`src/tcc_pkg.sv`:
```
// Package of constants for the 16-bit timer capture and flip-flop inversion block
package tcc_pkg;
   // ==========================================================
   // Capture mode field encodings
   localparam logic [1:0] CAP_OFF      = 2'h0;
   localparam logic [1:0] CAP_BOTH_IN  = 2'h1;
   localparam logic [1:0] CAP_WIDTH    = 2'h2;
   localparam logic [1:0] CAP_COMPANION = 2'h3;
   // ==========================================================
   // Widths, reset values and count increment
   localparam int          CNT_W        = 16;
   localparam logic [15:0] CNT_RESET    = 16'h0000;
   localparam logic [15:0] CNT_ONE      = 16'h0001;
   localparam logic [1:0]  SYNC_RESET   = 2'h0;
endpackage

```
`src/tcc_timer16_capture.sv`:
```
// Capture, compare match and output flip-flop logic of the 16-bit up-counting timer
`timescale 1ns/1ps
module tcc_timer16_capture (
   input  wire logic        mclk,
   input  wire logic        arst_n,
   input  wire logic        run,
   input  wire logic        count_ext,
   input  wire logic        int_tick,
   input  wire logic [1:0]  capture_mode_field,
   input  wire logic        clear_on_match_b,
   input  wire logic        inv_on_capture,
   input  wire logic        inv_on_match_a,
   input  wire logic        inv_on_match_b,
   input  wire logic        flipflop_clear,
   input  wire logic [15:0] compare_reg_a,
   input  wire logic [15:0] compare_reg_b,
   input  wire logic        trigger_input_a,
   input  wire logic        trigger_input_b,
   input  wire logic        companion_timer_flipflop,
   output logic [15:0]      up_counter,
   output logic [15:0]      capture_reg_a,
   output logic [15:0]      capture_reg_b,
   output logic             flipflop_output_pin,
   output logic             pin_interrupt_a,
   output logic             pin_interrupt_b,
   output logic             compare_a_match_interrupt,
   output logic             compare_b_match_interrupt
);
   // ==========================================================
   // State
   // All registers of the block except the reset synchroniser live in this one record
   typedef struct packed {
      logic [1:0]  sync_a;
      logic [1:0]  sync_b;
      logic [1:0]  sync_c;
      logic        last_a;
      logic        last_b;
      logic        last_c;
      logic [15:0] cnt;
      logic [15:0] cap_a;
      logic [15:0] cap_b;
      logic        ff;
      logic        irq_a;
      logic        irq_b;
      logic        m_a;
      logic        m_b;
      logic        irq_ma;
      logic        irq_mb;
   } tcc_state_t;

   tcc_state_t st;
   tcc_state_t next_st;
   logic [1:0] rst_sync;
   logic       rst_n;

   // ==========================================================
   // Helpers
   // Edge of a synchronised line against its copy one clock older
   function automatic logic tcc_rise(input logic now_lvl,
                                     input logic old_lvl);
      return now_lvl & ~old_lvl;
   endfunction

   function automatic logic tcc_fall(input logic now_lvl,
                                     input logic old_lvl);
      return ~now_lvl & old_lvl;
   endfunction

   // Arrival already reported while the count stands still on the value;
   // forgotten once the counter moves or the compare value moves away,
   // so a rewritten compare value can match again
   function automatic logic tcc_seen(input logic hit,
                                     input logic tick);
      return hit & ~tick;
   endfunction

   // ==========================================================
   // Reset release
   always_ff @(posedge mclk or negedge arst_n) begin
      if (!arst_n) begin
         rst_sync <= tcc_pkg::SYNC_RESET;
      end else begin
         rst_sync <= {rst_sync[0], 1'b1};
      end
   end
   assign rst_n = rst_sync[1];

   // ==========================================================
   // Next state
   always_comb begin
      logic a_rise;
      logic a_fall;
      logic b_rise;
      logic c_rise;
      logic c_fall;
      logic tick;
      logic hit_a;
      logic hit_b;
      logic take_a;
      logic take_b;
      a_rise = 1'b0;
      a_fall = 1'b0;
      b_rise = 1'b0;
      c_rise = 1'b0;
      c_fall = 1'b0;
      tick   = 1'b0;
      hit_a  = 1'b0;
      hit_b  = 1'b0;
      take_a = 1'b0;
      take_b = 1'b0;
      next_st = st;
      next_st.sync_a = {st.sync_a[0], trigger_input_a};
      next_st.sync_b = {st.sync_b[0], trigger_input_b};
      next_st.sync_c = {st.sync_c[0], companion_timer_flipflop};
      next_st.last_a = st.sync_a[1];
      next_st.last_b = st.sync_b[1];
      next_st.last_c = st.sync_c[1];
      // Edges are judged on the second synchroniser stage only
      a_rise = tcc_rise(st.sync_a[1], st.last_a);
      a_fall = tcc_fall(st.sync_a[1], st.last_a);
      b_rise = tcc_rise(st.sync_b[1], st.last_b);
      c_rise = tcc_rise(st.sync_c[1], st.last_c);
      c_fall = tcc_fall(st.sync_c[1], st.last_c);
      // Event counting uses trigger A rising edges as the clock
      tick  = run & (count_ext ? a_rise : int_tick);
      hit_a = run & (st.cnt == compare_reg_a);
      hit_b = run & (st.cnt == compare_reg_b);
      // Match events fire once per arrival at the value; with a slow
      // external count the counter may sit on the value many clocks
      next_st.m_a = tcc_seen(hit_a, tick);
      next_st.m_b = tcc_seen(hit_b, tick);
      next_st.irq_ma = hit_a & ~st.m_a;
      next_st.irq_mb = hit_b & ~st.m_b;
      // Counting goes on whatever the capture logic does
      if (tick) begin
         if (clear_on_match_b && hit_b) begin
            next_st.cnt = tcc_pkg::CNT_RESET;
         end else begin
            next_st.cnt = st.cnt + tcc_pkg::CNT_ONE;
         end
      end
      unique case (capture_mode_field)
         tcc_pkg::CAP_OFF: begin
            take_a = 1'b0;
            take_b = 1'b0;
         end
         tcc_pkg::CAP_BOTH_IN: begin
            take_a = a_rise;
            take_b = b_rise;
         end
         tcc_pkg::CAP_WIDTH: begin
            take_a = a_rise;
            take_b = a_fall;
         end
         tcc_pkg::CAP_COMPANION: begin
            take_a = c_rise;
            take_b = c_fall;
         end
      endcase
      // Snapshot held until overwritten
      if (take_a) begin
         next_st.cap_a = st.cnt;
      end
      if (take_b) begin
         next_st.cap_b = st.cnt;
      end
      // Width mode moves interrupt A to the end of the high phase,
      // so software reads both captures of one pulse together
      if (capture_mode_field == tcc_pkg::CAP_WIDTH) begin
         next_st.irq_a = a_fall;
      end else begin
         next_st.irq_a = a_rise;
      end
      next_st.irq_b = b_rise;
      // Simultaneous toggle sources cancel in pairs, as independent inversions would
      if (flipflop_clear) begin
         next_st.ff = 1'b0;
      end else begin
         next_st.ff = st.ff
                      ^ (inv_on_capture & take_a)
                      ^ (inv_on_match_a & hit_a & ~st.m_a)
                      ^ (inv_on_match_b & hit_b & ~st.m_b);
      end
   end

   // ==========================================================
   // Registers
   // Reset clears counter, captures, flip-flop and all pulses
   always_ff @(posedge mclk or negedge rst_n) begin
      if (!rst_n) begin
         st <= '0;
      end else begin
         st <= next_st;
      end
   end

   // ==========================================================
   // Outputs
   // Every output is a register bit; interrupts are one-clock pulses
   assign up_counter                = st.cnt;
   assign capture_reg_a             = st.cap_a;
   assign capture_reg_b             = st.cap_b;
   assign flipflop_output_pin       = st.ff;
   assign pin_interrupt_a           = st.irq_a;
   assign pin_interrupt_b           = st.irq_b;
   // Match pulses come whether or not the flip-flop is set to toggle
   assign compare_a_match_interrupt = st.irq_ma;
   assign compare_b_match_interrupt = st.irq_mb;

   // ==========================================================
   // Usage limits
   // A trigger pulse shorter than one clock may be lost in
   // the synchroniser; each edge reaches the captures three clocks late.
   // Captures read the count before that edge's own increment.
   // A compare value equal to the count at reset release also raises
   // its match pulse once, as soon as run is high, before any count tick.
   // Two toggle sources in one clock cancel, as two inversions would.
endmodule

```
`config.mk`:
```
export PLATFORM = sky130hd
export DESIGN_NAME = tcc_timer16_capture
export DESIGN_NICKNAME = d
export VERILOG_FILES = /design/src/tcc_pkg.sv /design/src/tcc_timer16_capture.sv
export SDC_FILE = /design/constraint.sdc
export NUM_CORES = 1
export LEC_CHECK = 0
export BUFFER_PORTS_ARGS = -buffer_cell sky130_fd_sc_hd__buf_2
export CORE_MARGIN = 1.5
export CORE_UTILIZATION = 35
export CTS_CLUSTER_DIAMETER = 40
export DETAILED_ROUTE_END_ITERATION = 6
export GPL_TIMING_DRIVEN = 0
export PLACE_DENSITY_LB_ADDON = 0.2
export SLEW_MARGIN = 20
export SYNTH_ARGS = -nofsm -noshare
export SYNTH_HDL_FRONTEND = slang
export SYNTH_SLANG_ARGS = --single-unit
```
`constraint.sdc`:
```
create_clock -name mclk -period 4.5 [get_ports mclk]
set_clock_uncertainty 0.1 [all_clocks]
set_input_delay 1.125 -clock mclk [delete_from_list [all_inputs] [get_ports mclk]]
set_output_delay 1.125 -clock mclk [all_outputs]
set_load 0.005 [all_outputs]
```
==> out/metrics.cfg <==
[floorplanning]
rows = 36
die_w_um = 102
io_pins = 100
die-area_um2 = 10500
coreArea_um2 = 9680
initial_core_util = 0.357
die_h_um = 102

[route]
wl_um = 8030
post_drt_wl_per_cell_um = 14.2
vias = 2474
route.detailed.drc = 0
antenna_left = 0
drtIter0Drc = 36
routed_via_density = 4.37
firstDrtPassIters = 4

[logic_synthesis]
syn-cell-area_um2 = 3460
yosysWarningCount = 0
ys_ff_latch = 66
yosys.area.top_type = dfrtp_1
synth_fp_nets = 369
synth_commonest_cells = dfrtp_1, buf_4, xor2_1, mux2_2, nor2_1
synth_ff_type = dfrtp_1
yosysMostFrequentCell = dfrtp_1
synth_edf_count = 0
async_flop_share = 1.00
synth_cell_types = 37
ys_top_cells_by_area = dfrtp_1, buf_4, mux2_2
synth_cells = 317
synth_top_cell_area_share = 0.478
yosysSeqAreaShare = 0.478
avgSynthCellArea_um2 = 10.9

[setup_path]
critPathArrivalTime_ns = 3.32
slowest_stage = clkbuf_1
crit_path_cell_trace = buf_2 -> inv_1 -> ha_1 -> nand3b_1 -> a21oi_1 -> clkbuf_1 -> mux2_2
reg2regPathDepth = 9
max_stage_delay_ns = 0.64
worst-path-max-fanout = 10
r2r-start = up_counter[1]$_DFFE_PN0P_
crit_buf_inv = 3
critPathKind = input port to flip-flop
critPathRequiredTime_ns = 4.63
timing.rr.end = up_counter[7]$_DFFE_PN0P_
crit_family = buffers and inverters
crit_path_end_kind = flip-flop
crit_path_start_kind = input port
rrSetupSlack_ns = 1.81

[placed_design]
dp.final_hpwl_um = 6030
gp_congestion = 0.813
post_dp_cell_area_um2 = 4140
port_buffers = 99

[grt]
antenna_found_initial = 0
grtUsageTotal = 0.164
grt_overflow = 0
grt_first_pass_wirelength_um = 12600
grt_max_degree = 34
grt_pass1_vias = 2479

[power_and_ir_drop]
p_leak_nw = 2.34
p_per_area_nw_per_um2 = 363
power_mw = 1.57
ir_worst_vdd_mv = 0.154

[cells_and_area]
n_fill_cell = 957
fin_nets = 480
multi_input_area_um2 = 1330
antenna_cells = 0
final_area_um2 = 4340
layout-drive-gt1-share = 0.476
seq_area_um2 = 1660
area_delta_synth_final_pct = 25.5

[clock_tree]
clk_pin_slew_worst_paths_ns = 0.08
root_buffer = clkbuf_8
cts_buffer_depth = 2
cts_buffers = 9
post_cts_buffers = 0
clock-sinks = 66
cts_hold_buf = 0
ctsResizeCount = 0
htree_levels = 3
worstSkewPairLatency_ns = 0.34
cts_tree = done

[flow_run]
drv_cap = 0

[sta]
setup_viol = 0
final.period_utilization = 0.709
slew_headroom = 0.499
tns_ns = 0
final_hold_viol_count = 0
rsz0062_at_grt = no
fmax_mhz = 314
max_slew.worst_pin.slew_ns = 0.752
drv_slew = 0
finalCriticalPeriod_ns = 3.19

[status]
run_status = finished, final reports clean

[min_path]
min_path_type = flip-flop to asynchronous set/reset pin

[per-layer routing]
layer	GRT usage	up-vias	routed length, µm
met4	0.0601	0	123
met5	0	-	0
li1	-	1208	-
met1	0.209	1188	3600
met2	0.272	68	3880
met3	0.0376	10	430
[cells in the final DEF (no fill, tap or decap), types with 3 or more instances in the layout]
cell	count
ha_1	5
dfrtp_1	65
nand2b_1	5
o21ai_0	3
nand3_1	3
inv_1	6
buf_2	103
clkbuf_8	10
mux2_2	32
nor4_1	4
xnor2_1	13
nand4_1	6
a21oi_1	3
clkbuf_1	17
xor2_1	34
and3_1	4
buf_4	48
nor2_1	24
nand3b_1	4
nand2_1	16
[kinds of logic (layout without fill, tap and decap cells)]
kind of cell,Yosys count,after routing,share of synthesized area
AOI/OAI and AO/OA,12,12,0.0217
adders and majority gates,5,5,0.0181
DFF,66,66,0.478
xor gates and xnor gates,47,47,0.119
muxes,32,32,0.104
and+or+nand+nor,80,80,0.122
other,1,1,0.00109
buffers and inverters,74,190,0.136
[state kept, by name, indices dropped and copies added (netlist names)]
signal and cells:
pin_interrupt_b 1, rst_sync 2, up_counter 16, pin_interrupt_a 1, flipflop_output_pin 1, compare_b_match_interrupt 1
capture_reg_b 16, capture_reg_a 16, next_st 6, st 5, compare_a_match_interrupt 1
[cell type report]
class / instances / area share
plain buffers: 68 / 0.103
clock buffers: 12 / 0.0335
clock inverters: 4 / 0.0118
inverters: 6 / 0.00519
multi-input cells: 177 / 0.307
flip-flops and latches: 66 / 0.382
well taps: 133 / 0.0384
repair buffers: 100 / 0.119
[stage by stage]
step | hold slack (ns) | setup slack (ns) | util | instances
floorplan | 0.231 | 1.62 | - | 317
global placement | 0.235 | 0.900 | 0.425 | 549
detailed placement | 0.194 | 0.833 | 0.428 | 550
CTS | 0.202 | 1.20 | 0.448 | 566
global route | 0.232 | 1.05 | 0.448 | 566
finish | 0.181 | 1.31 | 0.448 | 566
[how the worst max path moves through the flow]
stage                                      from                             to  slack, ns  cells past startpoint
after floorplan           capture_mode_field[0]  capture_reg_a[10]$_DFFE_PN0N_       1.62                      6
after global placement    capture_mode_field[0]  capture_reg_a[10]$_DFFE_PN0N_       0.90                      7
after detailed placement  capture_mode_field[1]   capture_reg_a[5]$_DFFE_PN0N_       0.83                      7
after CTS                 capture_mode_field[1]   capture_reg_a[5]$_DFFE_PN0N_       1.20                      7
after global routing      capture_mode_field[1]   capture_reg_a[6]$_DFFE_PN0N_       1.05                      7
final                     capture_mode_field[1]   capture_reg_a[5]$_DFFE_PN0N_       1.31                      7
[where the power goes]
part	switching, mW	internal [mW]
registers	0.0367	0.655
clock network	0.232	0.272
logic	0.174	0.206
total	0.442	1.13
No activity file was read; power rests on OpenSTA's default activity.
